===== src/rss_pkg.sv =====
// Constants and types for the regulator start-up sequencer
// How it works
// - Hold reset until supplies and oscillator good
// - Copy whole config memory after reset
// - Bus reconfiguration allowed after load, any enable
// - Default start needs enable, input rail, load, address
// - Software enable options replace pin enable
// - Switching frequency setting 150 to 1500 kHz
// - Three select pins choose one of eight voltages
// - Address strap offset 0..15 added to bases
// - Select pins index entries 77h to 7Eh
// - Mode bit picks select pins or bus voltage
package rss_pkg;
  localparam int unsigned RSS_MEM_DEPTH = 128;
  localparam int unsigned RSS_AW = 7;
  localparam logic [6:0] RSS_VSEL_BASE = 7'h77;
  localparam logic [6:0] RSS_I2C_BASE = 7'h10;
  localparam logic [6:0] RSS_PMB_BASE = 7'h40;
  localparam logic [15:0] RSS_FSW_MIN_KHZ = 16'h0096;
  localparam logic [15:0] RSS_FSW_MAX_KHZ = 16'h05dc;
  localparam logic [15:0] RSS_FSW_RST_KHZ = 16'h0258;
  localparam logic [31:0] RSS_ADDR_CTRL = 32'h0000_0000;
  localparam logic [31:0] RSS_ADDR_FSW = 32'h0000_0004;
  localparam logic [31:0] RSS_ADDR_VOUT = 32'h0000_0008;
  localparam logic [31:0] RSS_ADDR_STAT = 32'h0000_000c;
  localparam logic [31:0] RSS_ADDR_MEMA = 32'h0000_0010;
  localparam logic [31:0] RSS_ADDR_MEMD = 32'h0000_0014;
  localparam int unsigned RSS_CTRL_VSEL_MODE = 0;
  localparam int unsigned RSS_CTRL_SW_EN_OPT = 1;
  localparam int unsigned RSS_CTRL_SW_ON = 2;
  localparam int unsigned RSS_CTRL_NO_OFFS = 3;
  localparam int unsigned RSS_ST_LOADED = 0;
  localparam int unsigned RSS_ST_ADDR_OK = 1;
  localparam int unsigned RSS_ST_CONV = 2;
  localparam int unsigned RSS_ST_READY = 3;
  localparam logic [1:0] RSS_RESP_OKAY = 2'h0;
  localparam logic [1:0] RSS_RESP_SLVERR = 2'h2;
  typedef enum logic [4:0] {
    RSS_S_RESET = 5'h01,
    RSS_S_LOAD = 5'h02,
    RSS_S_ADDR = 5'h04,
    RSS_S_IDLE = 5'h08,
    RSS_S_CONV = 5'h10
  } rss_state_t;
endpackage : rss_pkg


===== src/rss_sequencer.sv =====
// Regulator start-up sequencer with AXI4-Lite register access
//
// Implementation choices: the placing of the registers and the AXI4-Lite slave port.
`timescale 1ns/10ps
`default_nettype none
module rss_sequencer #(
  parameter int unsigned SYNC_STAGES = 3
) (
  input wire logic aclk,
  input wire logic aresetn,
  input wire logic bias_supply_good,
  input wire logic core_supply_rail_good,
  input wire logic osc_stable,
  input wire logic enable_pin,
  input wire logic input_rail_good,
  input wire logic voltage_select_bit0,
  input wire logic voltage_select_bit1,
  input wire logic voltage_select_bit2,
  input wire logic adc_done,
  input wire logic [9:0] adc_code,
  output logic adc_start,
  output logic [rss_pkg::RSS_AW-1:0] mem_rd_addr,
  input wire logic [7:0] mem_rd_data,
  output logic conv_enable,
  output logic seq_ready,
  output logic [7:0] vout_code,
  output logic [15:0] fsw_khz,
  output logic [6:0] i2c_addr,
  output logic [6:0] pmbus_addr,
  input wire logic [31:0] s_axi_awaddr,
  input wire logic s_axi_awvalid,
  output logic s_axi_awready,
  input wire logic [31:0] s_axi_wdata,
  input wire logic [3:0] s_axi_wstrb,
  input wire logic s_axi_wvalid,
  output logic s_axi_wready,
  output logic [1:0] s_axi_bresp,
  output logic s_axi_bvalid,
  input wire logic s_axi_bready,
  input wire logic [31:0] s_axi_araddr,
  input wire logic s_axi_arvalid,
  output logic s_axi_arready,
  output logic [31:0] s_axi_rdata,
  output logic [1:0] s_axi_rresp,
  output logic s_axi_rvalid,
  input wire logic s_axi_rready
);
  import rss_pkg::*;

  initial begin
    if (SYNC_STAGES != 3) $error("SYNC_STAGES must be 3");
  end

  // Pin synchronisers: s1 only feeds s2; change counted once s2 and s3 agree
  logic [8:0] pin_in, s1_r, s2_r, s3_r, flt_r;
  assign pin_in = {voltage_select_bit2, voltage_select_bit1, voltage_select_bit0, input_rail_good,
                   enable_pin, osc_stable, core_supply_rail_good, bias_supply_good, adc_done};
  always_ff @(posedge aclk) begin
    if (!aresetn) begin
      s1_r <= 9'h000;
      s2_r <= 9'h000;
      s3_r <= 9'h000;
      flt_r <= 9'h000;
    end else begin
      s1_r <= pin_in;
      s2_r <= s1_r;
      s3_r <= s2_r;
      flt_r <= (s2_r & s3_r) | (flt_r & (s2_r | s3_r));
    end
  end
  logic adc_done_s, bias_ok, core_ok, osc_ok, en_ok, rail_ok;
  logic [2:0] vsel_s;
  assign {vsel_s, rail_ok, en_ok, osc_ok, core_ok, bias_ok, adc_done_s} = flt_r;
  logic por_ok;
  assign por_ok = bias_ok & core_ok & osc_ok;

  rss_state_t state_r, state_nxt;
  logic [RSS_AW:0] ld_cnt_r;
  logic ld_pend_r;
  logic [7:0] cfg_mem [RSS_MEM_DEPTH];
  logic loaded, addr_ok;
  logic [3:0] offs_r;
  logic [3:0] ctrl_r;
  logic [15:0] fsw_r;
  logic [7:0] vbus_r;
  logic [6:0] mema_r;
  logic run_cond;

  assign loaded = (state_r == RSS_S_IDLE) || (state_r == RSS_S_CONV) || (state_r == RSS_S_ADDR);
  assign addr_ok = (state_r == RSS_S_IDLE) || (state_r == RSS_S_CONV);
  assign run_cond = addr_ok & (ctrl_r[RSS_CTRL_SW_EN_OPT] ? ctrl_r[RSS_CTRL_SW_ON] : en_ok)
                    & rail_ok;

  always_comb begin
    state_nxt = state_r;
    case (state_r)
      RSS_S_RESET: if (por_ok) state_nxt = RSS_S_LOAD;
      // Counter stops with its top bit set; leave once the last word is written
      RSS_S_LOAD: if (ld_cnt_r[RSS_AW] && !ld_pend_r) state_nxt = RSS_S_ADDR;
      RSS_S_ADDR: if (adc_done_s) state_nxt = RSS_S_IDLE;
      RSS_S_IDLE: if (run_cond) state_nxt = RSS_S_CONV;
      RSS_S_CONV: if (!run_cond) state_nxt = RSS_S_IDLE;
      default: state_nxt = RSS_S_RESET;
    endcase
    if (!por_ok) state_nxt = RSS_S_RESET;
  end

  always_ff @(posedge aclk) begin
    if (!aresetn) state_r <= RSS_S_RESET;
    else state_r <= state_nxt;
  end

  // Load walks every word; memory read has one cycle latency
  always_ff @(posedge aclk) begin
    if (!aresetn || state_r != RSS_S_LOAD) begin
      ld_cnt_r <= '0;
      ld_pend_r <= 1'b0;
    end else if (!ld_cnt_r[RSS_AW]) begin
      ld_cnt_r <= ld_cnt_r + (RSS_AW+1)'(1);
      ld_pend_r <= 1'b1;
    end else begin
      ld_pend_r <= 1'b0;
    end
  end
  logic [RSS_AW-1:0] ld_wr_r;
  always_ff @(posedge aclk) begin
    if (!aresetn) ld_wr_r <= '0;
    else ld_wr_r <= ld_cnt_r[RSS_AW-1:0];
  end
  assign mem_rd_addr = ld_cnt_r[RSS_AW-1:0];

  always_ff @(posedge aclk) begin
    if (!aresetn) adc_start <= 1'b0;
    else adc_start <= (state_r == RSS_S_LOAD) && (state_nxt == RSS_S_ADDR);
  end
  always_ff @(posedge aclk) begin
    if (!aresetn) offs_r <= 4'h0;
    else if (state_r == RSS_S_ADDR && adc_done_s) offs_r <= adc_code[9:6];
  end

  // AXI4-Lite slave, one outstanding each way
  logic aw_got_r, w_got_r;
  logic [31:0] awa_r, wd_r;
  logic [3:0] ws_r;
  logic wr_go, wr_hit, ar_hit;
  assign s_axi_awready = !aw_got_r && !s_axi_bvalid;
  assign s_axi_wready = !w_got_r && !s_axi_bvalid;
  assign wr_go = aw_got_r && w_got_r && !s_axi_bvalid;
  assign wr_hit = awa_r == RSS_ADDR_CTRL || awa_r == RSS_ADDR_FSW || awa_r == RSS_ADDR_VOUT ||
                  awa_r == RSS_ADDR_MEMA || awa_r == RSS_ADDR_MEMD;
  always_ff @(posedge aclk) begin
    if (!aresetn) begin
      aw_got_r <= 1'b0;
      w_got_r <= 1'b0;
      awa_r <= '0;
      wd_r <= '0;
      ws_r <= '0;
      s_axi_bvalid <= 1'b0;
      s_axi_bresp <= RSS_RESP_OKAY;
    end else begin
      if (s_axi_awvalid && s_axi_awready) begin
        aw_got_r <= 1'b1;
        awa_r <= s_axi_awaddr;
      end
      if (s_axi_wvalid && s_axi_wready) begin
        w_got_r <= 1'b1;
        wd_r <= s_axi_wdata;
        ws_r <= s_axi_wstrb;
      end
      if (wr_go) begin
        aw_got_r <= 1'b0;
        w_got_r <= 1'b0;
        s_axi_bvalid <= 1'b1;
        s_axi_bresp <= (wr_hit && loaded) ? RSS_RESP_OKAY : RSS_RESP_SLVERR;
      end else if (s_axi_bready) begin
        s_axi_bvalid <= 1'b0;
      end
    end
  end
  logic wr_ok;
  assign wr_ok = wr_go && loaded;

  always_ff @(posedge aclk) begin
    if (!aresetn) begin
      ctrl_r <= 4'h0;
      fsw_r <= RSS_FSW_RST_KHZ;
      vbus_r <= 8'h00;
      mema_r <= 7'h00;
    end else if (wr_ok) begin
      if (awa_r == RSS_ADDR_CTRL && ws_r[0]) ctrl_r <= wd_r[3:0];
      if (awa_r == RSS_ADDR_FSW && ws_r[1:0] == 2'h3 && wd_r[15:0] >= RSS_FSW_MIN_KHZ &&
          wd_r[15:0] <= RSS_FSW_MAX_KHZ) fsw_r <= wd_r[15:0];
      if (awa_r == RSS_ADDR_VOUT && ws_r[0]) vbus_r <= wd_r[7:0];
      if (awa_r == RSS_ADDR_MEMA && ws_r[0]) mema_r <= wd_r[6:0];
    end
  end

  // Working copy of config memory; bus may patch an entry after load
  always_ff @(posedge aclk) begin
    if (ld_pend_r && state_r == RSS_S_LOAD) cfg_mem[ld_wr_r] <= mem_rd_data;
    else if (wr_ok && awa_r == RSS_ADDR_MEMD && ws_r[0]) cfg_mem[mema_r] <= wd_r[7:0];
  end

  logic [31:0] rd_mux;
  always_comb begin
    ar_hit = 1'b1;
    rd_mux = 32'h0000_0000;
    case (s_axi_araddr)
      RSS_ADDR_CTRL: rd_mux = {28'h0, ctrl_r};
      RSS_ADDR_FSW: rd_mux = {16'h0, fsw_r};
      RSS_ADDR_VOUT: rd_mux = {24'h0, vout_code};
      RSS_ADDR_STAT: rd_mux = {20'h0, offs_r, 4'h0, seq_ready, conv_enable, addr_ok, loaded};
      RSS_ADDR_MEMA: rd_mux = {25'h0, mema_r};
      RSS_ADDR_MEMD: rd_mux = {24'h0, cfg_mem[mema_r]};
      default: ar_hit = 1'b0;
    endcase
  end
  assign s_axi_arready = !s_axi_rvalid;
  always_ff @(posedge aclk) begin
    if (!aresetn) begin
      s_axi_rvalid <= 1'b0;
      s_axi_rdata <= '0;
      s_axi_rresp <= RSS_RESP_OKAY;
    end else if (s_axi_arvalid && s_axi_arready) begin
      s_axi_rvalid <= 1'b1;
      s_axi_rdata <= rd_mux;
      s_axi_rresp <= ar_hit ? RSS_RESP_OKAY : RSS_RESP_SLVERR;
    end else if (s_axi_rready) begin
      s_axi_rvalid <= 1'b0;
    end
  end

  // Outputs
  logic [2:0] vsel_idx;
  assign vsel_idx = vsel_s;
  always_ff @(posedge aclk) begin
    if (!aresetn) begin
      conv_enable <= 1'b0;
      seq_ready <= 1'b0;
      vout_code <= 8'h00;
      fsw_khz <= RSS_FSW_RST_KHZ;
      i2c_addr <= RSS_I2C_BASE;
      pmbus_addr <= RSS_PMB_BASE;
    end else begin
      conv_enable <= (state_nxt == RSS_S_CONV);
      seq_ready <= addr_ok;
      vout_code <= ctrl_r[RSS_CTRL_VSEL_MODE] ? cfg_mem[RSS_VSEL_BASE + {4'h0, vsel_idx}]
                                                : vbus_r;
      fsw_khz <= fsw_r;
      i2c_addr <= RSS_I2C_BASE + (ctrl_r[RSS_CTRL_NO_OFFS] ? 7'h00 : {3'h0, offs_r});
      pmbus_addr <= RSS_PMB_BASE + (ctrl_r[RSS_CTRL_NO_OFFS] ? 7'h00 : {3'h0, offs_r});
    end
  end

  a_conv_needs_all: assert property (@(posedge aclk) disable iff (!aresetn)
    conv_enable |-> $past(addr_ok) && $past(rail_ok)) else $error("conversion without start conditions");
  a_conv_drop: assert property (@(posedge aclk) disable iff (!aresetn)
    (state_r == RSS_S_CONV && !run_cond) |=> !conv_enable) else $error("conversion not stopped");
  a_por_hold: assert property (@(posedge aclk) disable iff (!aresetn)
    !por_ok |=> state_r == RSS_S_RESET) else $error("left reset with bad supply");
  a_no_early_wr: assert property (@(posedge aclk) disable iff (!aresetn)
    (wr_go && !loaded) |=> s_axi_bresp == RSS_RESP_SLVERR) else $error("write accepted before load");
  a_fsw_range: assert property (@(posedge aclk) disable iff (!aresetn)
    fsw_r >= RSS_FSW_MIN_KHZ && fsw_r <= RSS_FSW_MAX_KHZ) else $error("frequency out of range");
  a_sw_enable: assert property (@(posedge aclk) disable iff (!aresetn)
    (ctrl_r[RSS_CTRL_SW_EN_OPT] && !ctrl_r[RSS_CTRL_SW_ON]) |=> !conv_enable) else $error("software off ignored");
  a_load_first: assert property (@(posedge aclk) disable iff (!aresetn)
    $rose(addr_ok) |-> $past(state_r) == RSS_S_ADDR) else $error("ready without address");
  a_addr_offs: assert property (@(posedge aclk) disable iff (!aresetn)
    !ctrl_r[RSS_CTRL_NO_OFFS] ##1 !ctrl_r[RSS_CTRL_NO_OFFS] |-> pmbus_addr == RSS_PMB_BASE + {3'h0, $past(offs_r)})
    else $error("bus address offset wrong");
endmodule : rss_sequencer
`default_nettype wire


===== config.mk =====
export PLATFORM = sky130hd
export DESIGN_NAME = rss_sequencer
export DESIGN_NICKNAME = d
export VERILOG_FILES = /design/src/rss_pkg.sv /design/src/rss_sequencer.sv
export SDC_FILE = /design/constraint.sdc
export NUM_CORES = 1
export LEC_CHECK = 0
export ABC_AREA = 1
export BUFFER_PORTS_ARGS = -buffer_cell sky130_fd_sc_hd__buf_2
export CAP_MARGIN = 10
export CORE_ASPECT_RATIO = 1.4
export CORE_MARGIN = 2
export CORE_UTILIZATION = 35
export CTS_CLUSTER_SIZE = 24
export DETAILED_ROUTE_END_ITERATION = 10
export HOLD_SLACK_MARGIN = 0.12
export PLACE_DENSITY = 0.61
export SLEW_MARGIN = 10
export SYNTH_ARGS = -nofsm -noshare
export SYNTH_HDL_FRONTEND = slang
export SYNTH_SLANG_ARGS = --single-unit

===== constraint.sdc =====
create_clock -name aclk -period 13.6 [get_ports aclk]
set_input_delay 2.04 -clock aclk [delete_from_list [all_inputs] [get_ports aclk]]
set_output_delay 2.04 -clock aclk [all_outputs]
set_load 0.02 [all_outputs]

* Yosys cells after proc, flatten, opt, wreduce, memory -nomap -nowiden
Memories as Yosys holds them, arrays and structs flattened. A register that Yosys moved wholly into a read port is not among the register bits.
Index checks and enable logic that the tools add are counted.
** Word-level totals
- Memory bits (writable) :: 1024
- Flip-flop bits (word level) :: 227
- Bits of input ports :: 134
- Memories kept :: 1
** Memory list
- cfg_mem :: words 128, width 8, read ports 2, clocked after Yosys merged registers in 1, wr ports 1, RTL line rss_sequencer.sv:80 : logic [7:0] cfg_mem [RSS_MEM_DEPTH];
** Operators by class
- Bitwise operators :: 9
- Equal/unequal tests :: 18
- $lt $le $gt $ge :: 2
- Multiplexer cells :: 29
- Reduce and logical (&&, ||, !) cells :: 45
- Add/subtract/negate cells :: 4
** Operators by type and width (number)
- 32-bit by 5-bit equality test with 1-bit output, second input constant :: 4
- 32-bit by 4-bit equality test with 1-bit output, second input constant :: 3
- 16-bit one-hot mux with 6 select lines :: 1
- 32-bit by 3-bit equality test with 1-bit output, second input constant :: 2
- 32-bit zero test :: 2
- 5-bit 2-to-1 mux :: 5
- 5-bit one-hot mux with 5 select lines :: 1
- 8-bit 2-to-1 mux :: 3
- 1-bit logical AND :: 21
- 7-bit 2-to-1 mux :: 3
- 9-bit bitwise AND :: 2
- 9-bit OR :: 2
- 16-bit by 8-bit greater-or-equal comparator with 1-bit output, second input constant :: 1
- 16-bit by 11-bit <= comparator with 1-bit output, second input constant :: 1
- 1-bit 2-to-1 mux :: 13
- 5-bit by 3-bit equality test with 1-bit output, second input constant :: 2
- 5-bit equality test, second input constant :: 2
- 8-bit by 1-bit adder with 8-bit output, second input constant :: 1
- 2-bit AND reduction :: 4
- 8-bit OR reduction :: 1
- 5-bit by 7-bit adder with 7-bit output, first input constant :: 1
- 7-bit by 4-bit adder with 7-bit output, first input constant :: 1
- 1-bit logical OR :: 7
- 5-bit by 4-bit adder with 6-bit output, first input constant :: 1
- other kinds (13) :: 23

* Depth between registers and ports, before layout
Gate-level depths: netlist of run 1.
- Depth in word-level cells :: 11
- Gate-level depth with buffers :: 16

* Worst setup path before layout of run 1
OpenSTA, ideal clock, no wires.
- Kind :: reg-to-reg
- Start point :: register state_r[0]
- End point :: memory cfg_mem[0][0], data pin
- Period minus slack after synthesis :: 7.614 ns
- Stages on the path, launching flop included :: 12
- Path buffers :: 2
- Data arrival time :: 6.417 ns
- Path slack :: 5.986 ns
- Required time :: 12.403 ns
- Cell sequence :: dfxtp_1 > nor2_2 > nand3_1 > nor2_2 > nor2_4 > nand2_2 > nand2_1 > clkinv_2 > nand3_4 > buf_6 > clkbuf_1 > o21ai_0
** On the way
- Cells in the longest elaborated chain, start to end :: 11
- Elaborated cells between the ends (all ways) :: 15
- Those cells by class :: eq/ne (4); mux (4); reduce/logical (7)
** RTL lines
- start, declared :: RTL line rss_sequencer.sv:77 : rss_state_t state_r, state_nxt;
- start signal, assigned :: RTL line rss_sequencer.sv:110 : else state_r <= state_nxt;
- 5-bit by 4-bit equality test with 1-bit output or 5-bit equality test (tied branches) :: RTL line rss_sequencer.sv:89 : assign loaded = (state_r == RSS_S_IDLE) || (state_r == RSS_S_CONV) || (state_r == RSS_S_ADDR);
- 1-bit logical OR (2 in series) :: RTL line rss_sequencer.sv:89
- 1-bit logical AND :: RTL line rss_sequencer.sv:181 : assign wr_ok = wr_go && loaded;
- 1-bit logical AND (2 in series) :: RTL line rss_sequencer.sv:201 : else if (wr_ok && awa_r == RSS_ADDR_MEMD && ws_r[0]) cfg_mem[mema_r] <= wd_r[7:0];
- 1-bit 2-to-1 mux :: RTL line rss_sequencer.sv:201
- 1-bit 2-to-1 mux (*) :: RTL line rss_sequencer.sv:200 : if (ld_pend_r && state_r == RSS_S_LOAD) cfg_mem[ld_wr_r] <= mem_rd_data;
- 1-bit 2-to-1 mux (implied by the code) (*) :: RTL line rss_sequencer.sv:201
- 8-bit OR reduction (no line) (*)
- 8-bit 2-to-1 mux (no line) (*)
- end, declared :: RTL line rss_sequencer.sv:80
Every way passes the cells marked *; elsewhere a longest branch is shown, timed or not.

* Worst setup path in the final report of run 1
- Start point :: register awa_r[11]
- End point :: memory cfg_mem[4][6] (enable)
** On the way
- Cells in the longest elaborated chain, start to end :: 8
- Elaborated cells between the ends (all ways) :: 9
- Those cells by class :: eq/ne (1); mux (5); reduce/logical (3)
** RTL lines
- start, declared :: RTL line rss_sequencer.sv:143 : logic [31:0] awa_r, wd_r;
- start signal, assigned :: RTL line rss_sequencer.sv:163 : awa_r <= s_axi_awaddr;
- 32-bit by 5-bit equality test with 1-bit output (*) :: RTL line rss_sequencer.sv:201
- 1-bit logical AND (*) (2 in series) :: RTL line rss_sequencer.sv:201
- 1-bit 2-to-1 mux (*) :: RTL line rss_sequencer.sv:201
- 1-bit 2-to-1 mux (*) :: RTL line rss_sequencer.sv:200
- 1-bit 2-to-1 mux (implied by the code) (*) :: RTL line rss_sequencer.sv:201
- 8-bit OR reduction (no line)
- 7-bit 2-to-1 mux (no line) or 1-bit 2-to-1 mux (tied branches)
Marked as above.

==> flow_summary.toml, run 1 <==
[outcome]
status = "finished, final reports clean"

[route]
drt-total-wl_um = 136000
detail_route.vias_per_cell = 5.11
wire_per_inst_um = 19.8
drc = 0
vias = 35144
ant_nets = 0
first_pass_iters = 6
drtIter0Drc = 2970

[timing]
max_freq_ghz = 0.200
fin_worst_skew_ns = 0.0371
finalCriticalPeriod_ns = 4.99
worst_pin_slew_ns = 1.18
fin_crit_sh_pct = 36.7
finalHoldViolations = 0
fin_setup_tns_ns = 0
slew_violations = 0
setup_viol = 0
slew_headroom_pct = 21.2
rsz0062_at_grt = "no"

[job]
drv_cap = 0

[setup_path]
cp_slowest_cell = "nand4_1"
crit_fanout = 27
cp_num_buf_inv = 1
critPathArrivalTime_ns = 5.34
rr_worst_depth = 9
rrSetupSlack_ns = 8.61
critPathRequiredTime_ns = 13.94
end_kind = "flop"
cp_top_family = "simple AND/OR/NAND/NOR gates"
crit_chain = "nor4_1 > and2_2 > nand2_2 > nor2_4 > nand3_4 > o21ai_1 > nand4_1 > buf_4 > nor2_1"
cp-start-kind = "flop"
crit_type = "flop to flop"
r2r-end = "cfg_mem[4][6]"
reg2reg_from = "awa_r[11]"
critPathMaxStageDelay_ns = 1.00

[floorplan]
boundaryPins = 223
rows = 165
die_h_um = 454
initial_core_util_pct = 35.2
fp.coreArea_um2 = 144000
die_x_um = 326
die_area_um2 = 148000

[final_layout]
seq_area_um2 = 34900
syn2layout_area_growth_pct = 12.1
final_common_cell = "nand2_1"
layout.cells.non_filler = 6884
finalNetCount = 5006
multi_input_area_um2 = 14100
layout_common_cells = "nand2_1 (1506), edfxtp_1 (1024), nand3_1 (937)"
finalInstanceArea_um2 = 56900
drive_above_1_share_pct = 8.99
nFillCells = 13931

[clock_network]
htreeDepth = 3
numCtsBuffers = 108
cts-root-buf = "clkbuf_16"
post_cts_buffers = 0
cts-resized-gates = 0
cts_tree = "done"
cts_sinks = 1230
cts.path.max_buffers = 3
clk_pin_slew_worst_paths_ns = 0.07
clk_latency_ns = 0.73
ctsHoldBuffers = 0

[min_path]
hold_depth = 2
worst_hold_startpoint = "s1_r[4]"
min_to = "s2_r[4]"
hold_class = "flop to flop"

[power_and_ir_drop]
p_leak_nw = 20.6
power_density_nw_per_um2 = 130
p_total_w = 0.00739
ir_drop_uv = 93.8

[global_routing]
grt_pass1_wl_um = 205000
grt_pass1_vias = 33931
overflow = 0
grt_util_all_layers_pct = 18.0
grt_max_degree = 184
antenna_found_initial = 2

[place]
place_hpwl_um = 81300
port_buffers = 174
place_area_um2 = 53200
routabilityCongestion = 0.866
place_inst = 6680

[logic_synthesis]
synth_seq_area_share_pct = 68.8
yosysWarnings = 0
synthesis.area_um2 = 50700
ys_seq_elements = 1230
synthCells = 4842
avgSynthCellArea_um2 = 10.5
ys_types = 47
-- Yosys cell counts, drive strengths merged --
library cell / n / share of area, %
and2: 2 / 0.027
nand2: 1509 / 11
nor3: 15 / 0.17
mux2i: 16 / 0.32
nand4: 13 / 0.16
inv: 156 / 1.2
or2: 1 / 0.012
or3: 1 / 0.012
o211ai: 29 / 0.43
a32oi: 16 / 0.28
nand3: 943 / 9.4
buf: 76 / 0.86
nor3b: 2 / 0.030
nor4: 7 / 0.086
xnor2: 1 / 0.017
clkinv: 4 / 0.032
xor2: 2 / 0.035
a21oi: 94 / 0.93
o21ai: 114 / 1.2
edfxtp: 1024 / 61
a31oi: 1 / 0.012
o22ai: 8 / 0.099
dfxtp: 206 / 8.1
conb: 2 / 0.015
ha: 2 / 0.049
clkbuf: 251 / 1.9
a211oi: 15 / 0.22
nor2: 312 / 2.4
o221ai: 16 / 0.28
a22o: 1 / 0.017
and3: 2 / 0.025
o21a: 1 / 0.015
-- stage by stage --
stage / hold slack (ns) / worst slack [ns] / utilization, %
after floorplan: 0.390 / 5.99 / -
after global placement: 0.400 / 8.57 / 36.9
after detailed placement: 0.398 / 8.49 / 36.9
after CTS: 0.409 / 8.51 / 39.4
after global routing: 0.433 / 8.34 / 39.5
final: 0.399 / 8.61 / 39.5
-- registers in the layout, indices dropped and copies added (netlist names), 16 cells and up, named ones only --
name,cells
cfg_mem,1024
awa_r,32
fsw_khz,16
fsw_r,16
s_axi_rdata,16
wd_r,16
-- area by class of cell --
| class | instances | area share (%) |
|---|---|---|
| well taps | 1920 | 4.23 |
| clock buffers | 144 | 5.38 |
| multi-input cells | 3147 | 24.7 |
| clock inverters | 58 | 0.960 |
| inverters | 160 | 1.09 |
| repair buffers | 223 | 2.25 |
| flip-flops and latches | 1230 | 61.4 |
| diodes | 2 | 0.00880 |
-- worst reg2reg max path: stages (launching register included) --
cell and delay, ns:
dfxtp_1 0.31, nor4_1 0.38, and2_2 0.28, nand2_2 0.11, nor2_4 0.12, nand3_4 0.40, o21ai_1 0.79, nand4_1 1.01
buf_4 0.55, nor2_1 0.66
-- power breakdown --
part | switching [W] | internal, W
clock | 0.00139 | 0.00174
sequential | 0.0000102 | 0.00409
combinational | 0.000120 | 0.0000348
total | 0.00152 | 0.00587
-- cell families (layout without fill, tap and decap cells) --
group	Yosys count	count (layout)	share of synthesized area, %
AOI/OAI and AO/OA	295	295	3.47
xor gates and xnor gates	3	3	0.0518
adders and majority gates	2	2	0.0493
buffers and inverters	487	585	3.90
DFF	1230	1230	68.8
muxes	16	16	0.316
other	2	26	0.0148
and+or+nand+nor	2807	2807	23.4
-- how the worst max path moves through the flow --
stage,from,to,depth (start not counted)
detailed placement,awa_r[11],cfg_mem[99][6],9
global route,awa_r[11],cfg_mem[99][7],9
finish,awa_r[11],cfg_mem[4][6],9
global placement,awa_r[11],cfg_mem[99][6],9
CTS,awa_r[11],cfg_mem[99][7],9
floorplan,state_r[0],cfg_mem[0][0],11
-- routing by layer --
layer,global-route usage [%],routed length [um]
met1,21.5,53000
met2,31.1,67400
met3,3.06,8640
met4,9.17,6910
met5,0,13
No activity file was read; power rests on OpenSTA's default activity.
==> run 2: changes to the inputs <==
==> constraint.sdc (replaced) <==
create_clock -name aclk -period 4.8 [get_ports aclk]
set_input_delay 0.72 -clock aclk [delete_from_list [all_inputs] [get_ports aclk]]
set_output_delay 0.72 -clock aclk [all_outputs]
set_load 0.02 [all_outputs]
==> flow_summary.toml, run 2 (same netlist as run 1, synthesis figures left out) <==
[timing]
worst_pin_slew_ns = 1.14
finalWorstSetupSlack_ns = 0.892
setup_viol = 0
slew_violations = 0
fin_setup_tns_ns = 0
fin_worst_skew_ns = 0.0276
rsz0062_at_grt = "no"
max_freq_ghz = 0.256
slew_headroom_pct = 23.6
fin_crit_sh_pct = 81.4
finalCriticalPeriod_ns = 3.91
finalHoldViolations = 0
whs_ns = 0.175

[clock_network]
clk_latency_ns = 0.74
cts_tree = "done"
clk_pin_slew_worst_paths_ns = 0.07
ctsHoldBuffers = 0
cts_sinks = 1230
cts.path.max_buffers = 3
post_cts_buffers = 0
numCtsBuffers = 107
cts-root-buf = "clkbuf_16"
cts-resized-gates = 0
htreeDepth = 3

[setup_path]
critPathArrivalTime_ns = 4.26
critPathRequiredTime_ns = 5.15
crit_fanout = 12
end_kind = "flop"
rrSetupSlack_ns = 0.89
cp-start-kind = "flop"
crit_type = "flop to flop"

[final_layout]
final_common_cell = "nand2_1"
top_regs = "cfg_mem x1024, awa_r x32"
final_util_pct = 39.7
largest_register = "cfg_mem"
diodes = 0
largest_reg_flops = 1024
finalNetCount = 5047
syn2layout_area_growth_pct = 12.8
drive_above_1_share_pct = 9.40
layout_common_cells = "nand2_1 (1506), edfxtp_1 (1024), nand3_1 (940)"

[global_routing]
antenna_found_initial = 2
overflow = 0
grt_pass1_vias = 34388
grt_pass1_wl_um = 206000
grt_util_all_layers_pct = 18.1
grt_max_degree = 162

[route]
drc = 0
ant_nets = 0
drt-total-wl_um = 137000
wire_per_inst_um = 19.9
vias = 35441
detail_route.vias_per_cell = 5.12
first_pass_iters = 6
drtIter0Drc = 2933

[power_and_ir_drop]
power_density_nw_per_um2 = 359
p_total_w = 0.0205
p_leak_nw = 20.8
ir_drop_uv = 280

[floorplan]
die_h_um = 454
die_x_um = 326
die_area_um2 = 148000
initial_core_util_pct = 35.2
fp.coreArea_um2 = 144000
boundaryPins = 223
rows = 165

[place]
place_hpwl_um = 82400
dpl_worst_slack_ns = 1.02
port_buffers = 174
routabilityCongestion = 0.865

[job]
drv_cap = 0

[min_path]
hold_class = "primary input to flop"

[outcome]
status = "finished, final reports clean"
==> run 2: cell count changes in the layout (fill, tap and decap cells not counted), sizes merged <==
cell    change
buf        +42
inv         -7
clkbuf      -4
bufinv      -4
clkinv     +13
diode       -2
==> run 2: path summary, 6_finish.rpt <==
kind | depth (start not counted) | start | end
worst max-delay path | 10 | awa_r[11] | cfg_mem[92][2]
worst min-delay path | 3 | voltage_select_bit2 | s1_r[8]
worst min register to register | 2 | s1_r[6] | s2_r[6]
worst max register to register | 10 | awa_r[11] | cfg_mem[92][2]
==> run 2: through the flow <==
stage / instance area [um2] / cells
after floorplan: 50800 / 4864
after detailed placement: 53800 / 6722
final: 57200 / 6922
after global routing: 57200 / 6922
after global placement: 53800 / 6722
after CTS: 57200 / 6922
==> run 2: worst max-delay path, cell delays in order (launching register included) <==
cell and delay (ns):
dfxtp_1 0.31, nor4_1 0.30, and2_2 0.25, nand2_2 0.10, nor2_4 0.12, nand3_4 0.19, o21ai_2 0.23, inv_1 0.08
nor2_1 0.63, nand2_1 0.55, nor2_1 0.77
==> run 2: layout make-up <==
cell class	instances	area, um2
clock buffer	140	2950
clock inverter	60	472
fill	13850	86900
inverter	160	619
multi-input combinational	3147	14000
sequential	1230	34900
tap	1920	2400
timing repair buffer	265	1840
==> run 2: metal layers <==
layer | GRT usage [%] | share of wire, % | vias up
li1 | - | - | 16780
met2 | 31.8 | 50 | 1392
met1 | 21.4 | 38 | 16955
met4 | 9.74 | 5.3 | 4
met3 | 2.70 | 6.8 | 310
met5 | 0 | 0.019 | -
==> run 2: power by group <==
part           internal, W  total (W)  switching (W)
sequential          0.0116     0.0116      0.0000289
clock              0.00457    0.00846        0.00390
combinational     0.000109   0.000456       0.000346
